==> config.mk <==
export PLATFORM = sky130hd
export DESIGN_NAME = acb_serial
export DESIGN_NICKNAME = d
export VERILOG_FILES = /design/src/design/acb_pkg.sv /design/src/design/acb_baud_gen.sv /design/src/design/acb_serial.sv
export SDC_FILE = /design/constraint.sdc
export NUM_CORES = 1
export LEC_CHECK = 0
export BUFFER_PORTS_ARGS = -buffer_cell sky130_fd_sc_hd__buf_2
export CORE_MARGIN = 10
export CORE_UTILIZATION = 54
export CTS_CLUSTER_DIAMETER = 100
export CTS_CLUSTER_SIZE = 16
export DETAILED_ROUTE_END_ITERATION = 16
export PLACE_DENSITY = 0.86
export SETUP_SLACK_MARGIN = 0.02
export SYNTH_ARGS = -nofsm -noshare
export SYNTH_HDL_FRONTEND = slang
export SYNTH_SLANG_ARGS = --single-unit
==> constraint.sdc <==
create_clock -name clk_sys -period 1.85 [get_ports clk_sys]
set_input_delay 0.2775 -clock clk_sys [delete_from_list [all_inputs] [get_ports clk_sys]]
set_output_delay 0.2775 -clock clk_sys [all_outputs]
set_load 0.03 [all_outputs]
==> src/design/acb_pkg.sv <==
/*
  Constants shared by the serial control and baud block: register offsets,
  field positions, reset values, sampling points, frame lengths and states.
  Assumes an 8-bit register port and one system clock.
*/
// How it works
// - new character while holding full flags overrun
// - overrun shows when held character is read
// - successful transfer to holding clears overrun, unless a read reveals one in that cycle
// - status bits 2..0 read as zero
// - control bit 7 gates receive-done interrupt
// - control bit 6 gates transmit-done interrupt
// - control bit 5 gates holding-empty interrupt
// - receiver disabled blocks tx-done, overrun, framing flags
// - disabling receiver leaves those flags unchanged
// - transmitter drains shift and holding before stopping
// - control bit 2 selects nine data bits
// - control bit 1 shows received ninth bit
// - control bit 0 supplies transmitted ninth bit
// - bit rate is clock over 16(divider+1)
// - divider is 8-bit read/write register
// - receiver oversamples 16x, majority of samples 8-10
// - transmit start zero, data LSB first, stop one
// - framing error follows sampled stop bit
// - reading holding register clears receive-done
package acb_pkg;
  // ==========================================================
  // register offsets
  localparam logic [7:0] ACB_OFF_BAUD = 8'h09;
  localparam logic [7:0] ACB_OFF_CTRL = 8'h0A;
  localparam logic [7:0] ACB_OFF_STAT = 8'h0B;
  localparam logic [7:0] ACB_OFF_DATA = 8'h0C;
  // ==========================================================
  // control field positions
  localparam int ACB_CTRL_RX_IE = 7;
  localparam int ACB_CTRL_TX_IE = 6;
  localparam int ACB_CTRL_EMPTY_IE = 5;
  localparam int ACB_CTRL_RX_EN = 4;
  localparam int ACB_CTRL_TX_EN = 3;
  localparam int ACB_CTRL_NINE = 2;
  localparam int ACB_CTRL_RX_NINTH = 1;
  localparam int ACB_CTRL_TX_NINTH = 0;
  // status field positions
  localparam int ACB_STAT_RXC = 7;
  localparam int ACB_STAT_TXC = 6;
  // ==========================================================
  // reset values
  localparam logic [7:0] ACB_CTRL_RST = 8'h00;
  localparam logic [7:0] ACB_STAT_RST = 8'h20;
  localparam logic [7:0] ACB_BAUD_RST = 8'h00;
  // ==========================================================
  // sampling and framing
  localparam logic [3:0] ACB_TICK_LAST = 4'hF;
  localparam logic [3:0] ACB_SAMPLE_A = 4'h8;
  localparam logic [3:0] ACB_SAMPLE_B = 4'h9;
  localparam logic [3:0] ACB_SAMPLE_C = 4'hA;
  localparam logic [3:0] ACB_FRAME_8 = 4'hA;
  localparam logic [3:0] ACB_FRAME_9 = 4'hB;
  localparam logic [3:0] ACB_STOP_IDX_8 = 4'h9;
  localparam logic [3:0] ACB_STOP_IDX_9 = 4'hA;
  // ==========================================================
  // states
  typedef enum logic {ACB_TX_IDLE, ACB_TX_BUSY} acb_tx_state_t;
  typedef enum logic {ACB_RX_IDLE, ACB_RX_BUSY} acb_rx_state_t;
endpackage

==> src/design/acb_baud_gen.sv <==
/*
  Baud divider: counts system clocks and gives a one-cycle tick at sixteen
  times the bit rate. Assumes the divider value comes from a register.
*/
`timescale 1ns/10ps
`default_nettype none
module acb_baud_gen import acb_pkg::*; #(
  parameter int WIDTH = 8
) (
  // clock and reset
  input wire logic clk_sys,
  input wire logic arst_n,
  // divider value and tick
  input wire logic [WIDTH-1:0] divider,
  output logic tick
);
  typedef struct packed {
    logic [WIDTH-1:0] cnt;
    logic tick;
  } acb_baud_state_t;

  acb_baud_state_t st;
  acb_baud_state_t next_st;

  // ==========================================================
  // count down, reload at zero; period is divider plus one
  always_comb begin
    next_st = st;
    next_st.tick = 1'b0;
    if (st.cnt == '0) begin
      next_st.cnt = divider;
      next_st.tick = 1'b1;
    end else begin
      next_st.cnt = st.cnt - 1'b1;
    end
  end

  always_ff @(posedge clk_sys or negedge arst_n) begin
    if (!arst_n) begin
      st <= '0;
    end else begin
      st <= next_st;
    end
  end

  assign tick = st.tick;
endmodule
`default_nettype wire

==> src/design/acb_serial.sv <==
/*
  Serial control, status and baud block: register port, transmitter with
  holding and shift register, 16x oversampling receiver with overrun and
  framing checks, and interrupt requests. Assumes the receive line is
  already synchronous to clk_sys and that the core supplies the global
  interrupt enable and the transmit-done acknowledge.
*/
`timescale 1ns/10ps
`default_nettype none
module acb_serial import acb_pkg::*; (
  // clock and reset
  input wire logic clk_sys,
  input wire logic arst_n,
  // register port
  input wire logic [7:0] addr,
  input wire logic [7:0] wdata,
  input wire logic wr_en,
  input wire logic rd_en,
  output logic [7:0] rdata,
  // core side
  input wire logic global_irq_enable,
  input wire logic tx_done_ack,
  output logic irq_rx_done,
  output logic irq_tx_done,
  output logic irq_tx_empty,
  // serial lines
  input wire logic rx_line,
  output logic tx_line,
  output logic tx_line_oe
);
  typedef struct packed {
    logic rx_done_irq_enable;
    logic tx_done_irq_enable;
    logic tx_empty_irq_enable;
    logic receiver_enable;
    logic transmitter_enable;
    logic nine_bit_mode;
    logic rx_ninth_bit;
    logic tx_ninth_bit;
    logic [7:0] baud_divider;
    logic [7:0] rdata;
    logic rx_done_flag;
    logic tx_done_flag;
    logic tx_holding_empty_flag;
    logic framing_error_flag;
    logic overrun_flag;
    logic overrun_pending;
    logic [7:0] rx_holding;
    logic [7:0] tx_holding;
    acb_tx_state_t tx_state;
    logic [10:0] tx_shift;
    logic [3:0] tx_bits;
    logic [3:0] tx_tick;
    acb_rx_state_t rx_state;
    logic [3:0] rx_cnt;
    logic [3:0] rx_idx;
    logic [1:0] rx_votes;
    logic [8:0] rx_shift;
  } acb_ctl_state_t;

  acb_ctl_state_t st;
  acb_ctl_state_t next_st;
  logic tick;
  logic rd_data;
  logic wr_data;
  logic xfer;
  logic rx_stop;
  logic tx_load;
  logic frame_end;
  logic majority;
  logic [3:0] stop_idx;

  // ==========================================================
  // oversampling tick
  acb_baud_gen #(
    .WIDTH(8)
  ) u_baud (
    .clk_sys(clk_sys),
    .arst_n(arst_n),
    .divider(st.baud_divider),
    .tick(tick)
  );

  assign rd_data = rd_en && (addr == ACB_OFF_DATA);
  assign wr_data = wr_en && (addr == ACB_OFF_DATA);
  // vote of samples 8 and 9 with the current sample 10
  assign majority = (st.rx_votes[0] & st.rx_votes[1]) | (st.rx_votes[0] & rx_line) |
                    (st.rx_votes[1] & rx_line);
  assign stop_idx = st.nine_bit_mode ? ACB_STOP_IDX_9 : ACB_STOP_IDX_8;

  // ==========================================================
  // next state; later sections win, so hardware sets beat software clears, but a data write beats the holding-empty set on load
  always_comb begin
    next_st = st;
    xfer = 1'b0;
    rx_stop = 1'b0;
    tx_load = 1'b0;
    frame_end = 1'b0;
    // register writes
    if (wr_en) begin
      case (addr)
        ACB_OFF_CTRL: begin
          next_st.rx_done_irq_enable = wdata[ACB_CTRL_RX_IE];
          next_st.tx_done_irq_enable = wdata[ACB_CTRL_TX_IE];
          next_st.tx_empty_irq_enable = wdata[ACB_CTRL_EMPTY_IE];
          next_st.receiver_enable = wdata[ACB_CTRL_RX_EN];
          next_st.transmitter_enable = wdata[ACB_CTRL_TX_EN];
          next_st.nine_bit_mode = wdata[ACB_CTRL_NINE];
          next_st.tx_ninth_bit = wdata[ACB_CTRL_TX_NINTH];
        end
        ACB_OFF_STAT: begin
          if (wdata[ACB_STAT_TXC]) begin
            next_st.tx_done_flag = 1'b0;
          end
        end
        ACB_OFF_BAUD: begin
          next_st.baud_divider = wdata;
        end
        default: begin
        end
      endcase
    end
    if (tx_done_ack) begin
      next_st.tx_done_flag = 1'b0;
    end
    // read data stand for one cycle only
    next_st.rdata = 8'h00;
    if (rd_en) begin
      case (addr)
        ACB_OFF_CTRL: next_st.rdata = {st.rx_done_irq_enable, st.tx_done_irq_enable,
                                       st.tx_empty_irq_enable, st.receiver_enable,
                                       st.transmitter_enable, st.nine_bit_mode,
                                       st.rx_ninth_bit, 1'b0};
        ACB_OFF_STAT: next_st.rdata = {st.rx_done_flag, st.tx_done_flag,
                                       st.tx_holding_empty_flag, st.framing_error_flag,
                                       st.overrun_flag, 3'h0};
        ACB_OFF_BAUD: next_st.rdata = st.baud_divider;
        ACB_OFF_DATA: next_st.rdata = st.rx_holding;
        default: next_st.rdata = 8'h00;
      endcase
    end
    // reading the held character releases it and reveals a buffered overrun
    if (rd_data) begin
      next_st.rx_done_flag = 1'b0;
      next_st.overrun_flag = st.overrun_pending;
      next_st.overrun_pending = 1'b0;
    end
    // transmitter: a frame in flight is never cut short by the enable
    case (st.tx_state)
      ACB_TX_IDLE: begin
        tx_load = !st.tx_holding_empty_flag && st.transmitter_enable;
      end
      ACB_TX_BUSY: begin
        if (tick) begin
          next_st.tx_tick = st.tx_tick + 4'h1;
          if (st.tx_tick == ACB_TICK_LAST) begin
            next_st.tx_shift = {1'b1, st.tx_shift[10:1]};
            next_st.tx_bits = st.tx_bits - 4'h1;
            if (st.tx_bits == 4'h1) begin
              frame_end = 1'b1;
              if (!st.tx_holding_empty_flag) begin
                tx_load = 1'b1;
              end else begin
                next_st.tx_state = ACB_TX_IDLE;
                if (st.receiver_enable) begin
                  next_st.tx_done_flag = 1'b1;
                end
              end
            end
          end
        end
      end
      default: next_st.tx_state = ACB_TX_IDLE;
    endcase
    if (tx_load) begin
      next_st.tx_state = ACB_TX_BUSY;
      next_st.tx_tick = 4'h0;
      next_st.tx_holding_empty_flag = 1'b1;
      if (st.nine_bit_mode) begin
        next_st.tx_shift = {1'b1, st.tx_ninth_bit, st.tx_holding, 1'b0};
        next_st.tx_bits = ACB_FRAME_9;
      end else begin
        next_st.tx_shift = {2'b11, st.tx_holding, 1'b0};
        next_st.tx_bits = ACB_FRAME_8;
      end
    end
    // a write in the load cycle refills the holding register at once
    if (wr_data) begin
      next_st.tx_holding = wdata;
      next_st.tx_holding_empty_flag = 1'b0;
    end
    // receiver
    case (st.rx_state)
      ACB_RX_IDLE: begin
        // one zero sample on an idle line counts as sample 0 of a start bit
        if (st.receiver_enable && tick && !rx_line) begin
          next_st.rx_state = ACB_RX_BUSY;
          next_st.rx_cnt = 4'h1;
          next_st.rx_idx = 4'h0;
        end
      end
      ACB_RX_BUSY: begin
        if (!st.receiver_enable) begin
          next_st.rx_state = ACB_RX_IDLE;
        end else if (tick) begin
          next_st.rx_cnt = st.rx_cnt + 4'h1;
          if (st.rx_cnt == ACB_SAMPLE_A) begin
            next_st.rx_votes[0] = rx_line;
          end
          if (st.rx_cnt == ACB_SAMPLE_B) begin
            next_st.rx_votes[1] = rx_line;
          end
          if (st.rx_cnt == ACB_SAMPLE_C) begin
            next_st.rx_idx = st.rx_idx + 4'h1;
            if (st.rx_idx == 4'h0) begin
              // a start bit that votes high was a spike
              if (majority) begin
                next_st.rx_state = ACB_RX_IDLE;
              end
            end else if (st.rx_idx == stop_idx) begin
              rx_stop = 1'b1;
              next_st.rx_state = ACB_RX_IDLE;
            end else begin
              next_st.rx_shift = {majority, st.rx_shift[8:1]};
            end
          end
        end
      end
      default: next_st.rx_state = ACB_RX_IDLE;
    endcase
    // deliver, or lose the new character if the held one is unread
    if (rx_stop) begin
      if (st.rx_done_flag && !rd_data) begin
        next_st.overrun_pending = 1'b1;
      end else begin
        xfer = 1'b1;
        next_st.rx_holding = st.nine_bit_mode ? st.rx_shift[7:0] : st.rx_shift[8:1];
        if (st.nine_bit_mode) begin
          next_st.rx_ninth_bit = st.rx_shift[8];
        end
        next_st.rx_done_flag = 1'b1;
        next_st.framing_error_flag = !majority;
        // an overrun revealed in this same cycle is kept
        next_st.overrun_flag = rd_data ? st.overrun_pending : 1'b0;
      end
    end
  end

  // ==========================================================
  // state register; line idles high through the all-ones shift value
  always_ff @(posedge clk_sys or negedge arst_n) begin
    if (!arst_n) begin
      st <= '0;
      st.tx_holding_empty_flag <= ACB_STAT_RST[5];
      st.baud_divider <= ACB_BAUD_RST;
      st.tx_shift <= 11'h7FF;
      st.rx_votes <= 2'h3;
    end else begin
      st <= next_st;
    end
  end

  // ==========================================================
  // outputs
  assign rdata = st.rdata;
  assign tx_line = st.tx_shift[0];
  assign tx_line_oe = st.transmitter_enable || (st.tx_state == ACB_TX_BUSY);
  assign irq_rx_done = global_irq_enable && st.rx_done_irq_enable && st.rx_done_flag;
  assign irq_tx_done = global_irq_enable && st.tx_done_irq_enable && st.tx_done_flag;
  assign irq_tx_empty = global_irq_enable && st.tx_empty_irq_enable &&
                        st.tx_holding_empty_flag;
endmodule
`default_nettype wire

* Word level (Yosys, flattened, before mapping)
Cells that the tools add are included.
Storage, ports and cells: bits in registers 95, word-level logic and storage cells 152, bits of input ports 23, output and inout port bits 13
Cells by class: bitwise operators 10, $add $sub $neg 5, muxes and demuxes 59, equality and inequality tests 14, reductions and logical operators 34
Operator list (number):
- $mux W20 | 4
- $mux W1 | 37
- $mux W9 | 4
- $eq A8 B4 Y1 const B | 4
- $mux W8 | 4
- $pmux W8 S4 | 1
- $mux W19 | 1
- $pmux W9 S2 | 1
- $eq A4 B4 Y1 const B | 4
- $mux W16 | 1
- $mux W14 | 1
- $add A4 B1 Y4 const B | 3
- $logic_and A1 B1 Y1 | 12
- $reduce_and A4 Y1 | 3
- $mux W10 | 1
- $reduce_and A3 Y1 | 3
- $logic_not A8 Y1 | 1
- $reduce_and A2 Y1 | 4
- $reduce_bool A2 Y1 | 4
- $sub A8 B1 Y8 const B | 1
- $ne A2 B1 Y1 const B | 3
- $reduce_and A6 Y1 | 1
- $not A1 Y1 | 5
- $eq A4 B1 Y1 const B | 1
- other kinds (11) | 18

* Longest topological paths before layout
word-level depth 10, mapped depth 7

* Hierarchy
From an unflattened synthesis, not the netlist that was laid out.
Unflattened totals: cells, all modules 432, area total of the unflattened synthesis 4749.6 um^2
Modules (own cells, without submodules):
- acb_serial | instances 1, sequential area each 2169.6 um^2, cells an instance 383, area an instance 4250.3 um^2
- acb_baud_gen | instances 1, sequential area each 225.2 um^2, cells an instance 49, area an instance 499.2 um^2

* Worst setup path before layout
No wires, ideal clock.
kind reg-to-reg, start reg st[80] (netlist bit), end reg st[57] (netlist bit), required time 1.725 ns, setup slack -0.076 ns, library setup time 0.125 ns, period minus slack after synthesis 1.926 ns, arrival 1.801 ns, stages on the path, launching flop included 7, cells stage by stage dfrtp_1 clkbuf_1 or3b_1 a2111oi_4 buf_6 a21boi_0 mux2_2
RTL lines:
- from (decl) | line acb_serial.sv:61 | acb_ctl_state_t st;
- from (signal assigned) | line acb_serial.sv:259 | st <= next_st;

* Worst setup path after layout
start reg st[12] (netlist bit), end reg st[79] (netlist bit)
Between the ends: word-level cells in the longest chain between the ends 8
RTL lines:
- $eq A4 B4 Y1 | line acb_serial.sv:220 | end else if (st.rx_idx == stop_idx) begin
- $mux W1 | line acb_serial.sv:220
- $mux W1 * | line acb_serial.sv:215 | if (st.rx_idx == 4'h0) begin
- $mux W1 * | line acb_serial.sv:213 | if (st.rx_cnt == ACB_SAMPLE_C) begin
- $mux W1 * | line acb_serial.sv:205 | end else if (tick) begin
- $mux W1 * | line acb_serial.sv:203 | if (!st.receiver_enable) begin
- $mux W1 * | line acb_serial.sv:193 | case (st.rx_state)
- $reduce_and A3 Y1 (no source line) *
Every way passes the cells marked *; elsewhere a longest branch is shown, timed or not. A chain may end at the register's enable or synchronous reset.

==> results.sh <==
export IMPL_worst_slew_pin_slew_ps=610
export IMPL_crit_path_cell_trace="or3b_4, a2111oi_4, buf_4, nand3_2, mux2_4"
export IMPL_utilization_pct=64.9
export IMPL_worstSkewPairLatency_ps=380
export IMPL_holdCritPathClass="input pin to flip-flop"
export IMPL_dp_hpwl_microns=7700
export IMPL_wl_per_cell_microns=17.6
export IMPL_startpoint_type="flip-flop"
export IMPL_area_delta_synth_final_pct=15.2
export IMPL_antenna_found_initial=0
export IMPL_hold_viol_final=0
export IMPL_critPathKind="flip-flop to flip-flop"
export IMPL_final_cell_mix="dfrtp_1, nor2_1, mux2_2, buf_4, buf_2"
export IMPL_final_setup_viol_count=1
export IMPL_nNetsFinal=518
export IMPL_num_vias=3522
export IMPL_clockRootBuffer="clkbuf_8"
export IMPL_grt_max_degree=49
export IMPL_drv_slew=0
export IMPL_grt_pass1_vias=3609
export IMPL_clk_pin_slew_ps=100
export IMPL_diodes=0
export IMPL_drtAntennaViolNets=0
export IMPL_grt_use_total_pct=16.7
export IMPL_syn_nets=459
export IMPL_start_util_pct=56.3
export IMPL_io_buffers=35
export IMPL_synth_seq_area_share_pct=51.0
export IMPL_final_common_cell="dfrtp_1"
export IMPL_rsz0062_at_grt="yes"
export IMPL_crit_fanout=5
export IMPL_swShare_pct=29.5
export IMPL_end_kind="flip-flop"
export IMPL_cts_sinks=95
export IMPL_drc=0
export IMPL_synth_edf_count=0
export IMPL_drv_cap=0
export IMPL_cts_made_buffers=9
export IMPL_gr_total_overflow=0
export IMPL_rrSetupSlack_ps=-20
export IMPL_path_delay_family="simple AND/OR/NAND/NOR gates"
export IMPL_place_inst=574
export IMPL_viasPerCell=5.93
export IMPL_die_h_microns=113
export IMPL_drt_first_iter_violations=180
export IMPL_slew_headroom_pct=59.3
export IMPL_finalWeightedCongestion=0.908
export IMPL_status="finished, violations left"
export IMPL_fin_crit_sh_pct=101
export IMPL_synthCells=425
export IMPL_dieArea_sq_mm=0.0128
export IMPL_skew_ps=12.7
export IMPL_power_density_mw_per_mm2=802
export IMPL_cts_tree="yes"
export IMPL_slowest_delay_ps=430
export IMPL_htree_levels=3
export IMPL_ys_warn_count=0
export IMPL_fin_cells=594
export IMPL_met3_length_microns=540
export IMPL_rows=33
export IMPL_p_comb_share_pct=12.8
export IMPL_seqPwrFrac_pct=55.7
export IMPL_slowest_stage="or3b_4"
export IMPL_synth_cell_types=61
export IMPL_wl_met1_microns=4570
export IMPL_fmax_ghz=0.536
export IMPL_clockBufferDepth=2
export IMPL_violations="negative setup slack"
export IMPL_clkPwrFrac_pct=31.5
export IMPL_path_buf_inv=1
export IMPL_top_layer="met4"
export IMPL_switchingPower_w=0.00128
export IMPL_synth_avg_cell_area_sq_um=11.0
export IMPL_synth_area_sq_mm=0.00469
export IMPL_drt_wl_total_microns=10400
export IMPL_yosys_most_used_dff="dfrtp_1"
export IMPL_ir_worst_vdd_mv=0.421
export IMPL_grt_pass1_wl_microns=17700
export IMPL_internal_power_w=0.00306
export IMPL_worstPathRequired_ps=2120
export IMPL_dr_pass1_iters=4
export IMPL_die_w_microns=113
export IMPL_core_area_sq_mm=0.00834
export IMPL_hold_ws_ps=161
export IMPL_io_pins=36
export IMPL_dr_wl_met2_microns=5020
export IMPL_power_total_w=0.00434
export IMPL_finalCriticalPeriod_ps=1870
export IMPL_ys_seq_elements=95
export IMPL_arrival_ps=2140
export IMPL_async_reset_ff_share_pct=100
export IMPL_drive_gt1_share_pct=31.9
export IMPL_setup_ws_ps=-16.9
export IMPL_p_leak_nw=2.62
stage by stage:
step	setup TNS [ps]	worst slack, ps	cell area, sq um
global route	-702	-75.8	5410
finish	-16.9	-16.9	5410
global placement	-747	-50.0	5130
detailed placement	-2520	-123	5130
floorplan	-78.0	-43.0	4700
CTS	-22.7	-22.7	5360
power groups by stage:
stage	combinational, W	clock [W]	sequential (W)
finish	0.000555	0.00137	0.00241
global placement	0.000513	0	0.00243
floorplan	0.000365	0	0.00241
detailed placement	0.000552	0	0.00245
CTS	0.000558	0.00139	0.00241
global route	0.000621	0.00149	0.00243
routing by layer:
metal	vias to the layer above	GRT usage, %
met5	-	0
met4	0	7.19
met3	21	5.02
met2	92	26.3
met1	1763	21.0
li1	1646	-
layout make-up:
type                       instances  area (sq um)
clock buffer                       9           124
fill                             614          2930
multi-input combinational        291          2150
clock inverter                     7          71.3
inverter                          15          56.3
tap                              105           131
sequential                        95          2390
timing repair buffer              72           483
cells by family (layout without fill, tap and decap cells):
| logic type | Yosys count | in the layout | synth area share [%] |
|---|---|---|---|
| DFF | 95 | 95 | 51.0 |
| xor gates and xnor gates | 8 | 8 | 1.49 |
| buffers and inverters | 39 | 103 | 4.11 |
| adders and majority gates | 12 | 12 | 3.15 |
| and+or+nand+nor | 134 | 134 | 15.0 |
| AOI/OAI and AO/OA | 86 | 86 | 13.2 |
| muxes | 51 | 51 | 12.0 |
cells in the mapped netlist (7+ instances only):
library cell | count | area share, %
clkbuf_1 | 11 | 0.88
nand3_1 | 15 | 1.6
dfstp_2 | 14 | 7.8
dfrtp_1 | 81 | 43
nand2_1 | 19 | 1.5
nand2b_1 | 7 | 0.93
nor2_1 | 49 | 3.9
a31oi_1 | 10 | 1.3
buf_4 | 8 | 1.3
o22ai_1 | 9 | 1.2
a22oi_1 | 10 | 1.6
a21oi_1 | 19 | 2.0
mux2_2 | 37 | 8.9
ha_1 | 11 | 2.9
inv_1 | 15 | 1.2
o21ai_0 | 10 | 1.1
mux2i_1 | 13 | 2.8
final timing paths:
path	startpoint	end	cells past startpoint
max	st[12]$_DFFE_PN0P_	st[79]$_DFFE_PN0P_	5
min reg2reg	u_baud.st[1]$_DFF_PN0_	u_baud.st[1]$_DFF_PN0_	1
max reg2reg	st[12]$_DFFE_PN0P_	st[79]$_DFFE_PN0P_	5
max in group asynchronous	arst_n	st[77]$_DFFE_PN0P_	3
min	wdata[1]	st[71]$_DFFE_PN0P_	2
min in group asynchronous	arst_n	st[15]$_DFFE_PN0P_	2
sequential cells by signal (all words and copies together) (netlist names):
signal       flops
u_baud.tick      1
tx_line          1
st              77
u_baud.st        8
rdata            8
timing repair:
action,in CTS,in global routing
resized for setup,4,4
hold buffers,1,0
setup endpoints to repair,23,28
gates cloned,0,0
hold endpoints to repair,32,0
pin swaps,0,1
buffers inserted,1,2
Power figures use the tool's default switching activity.
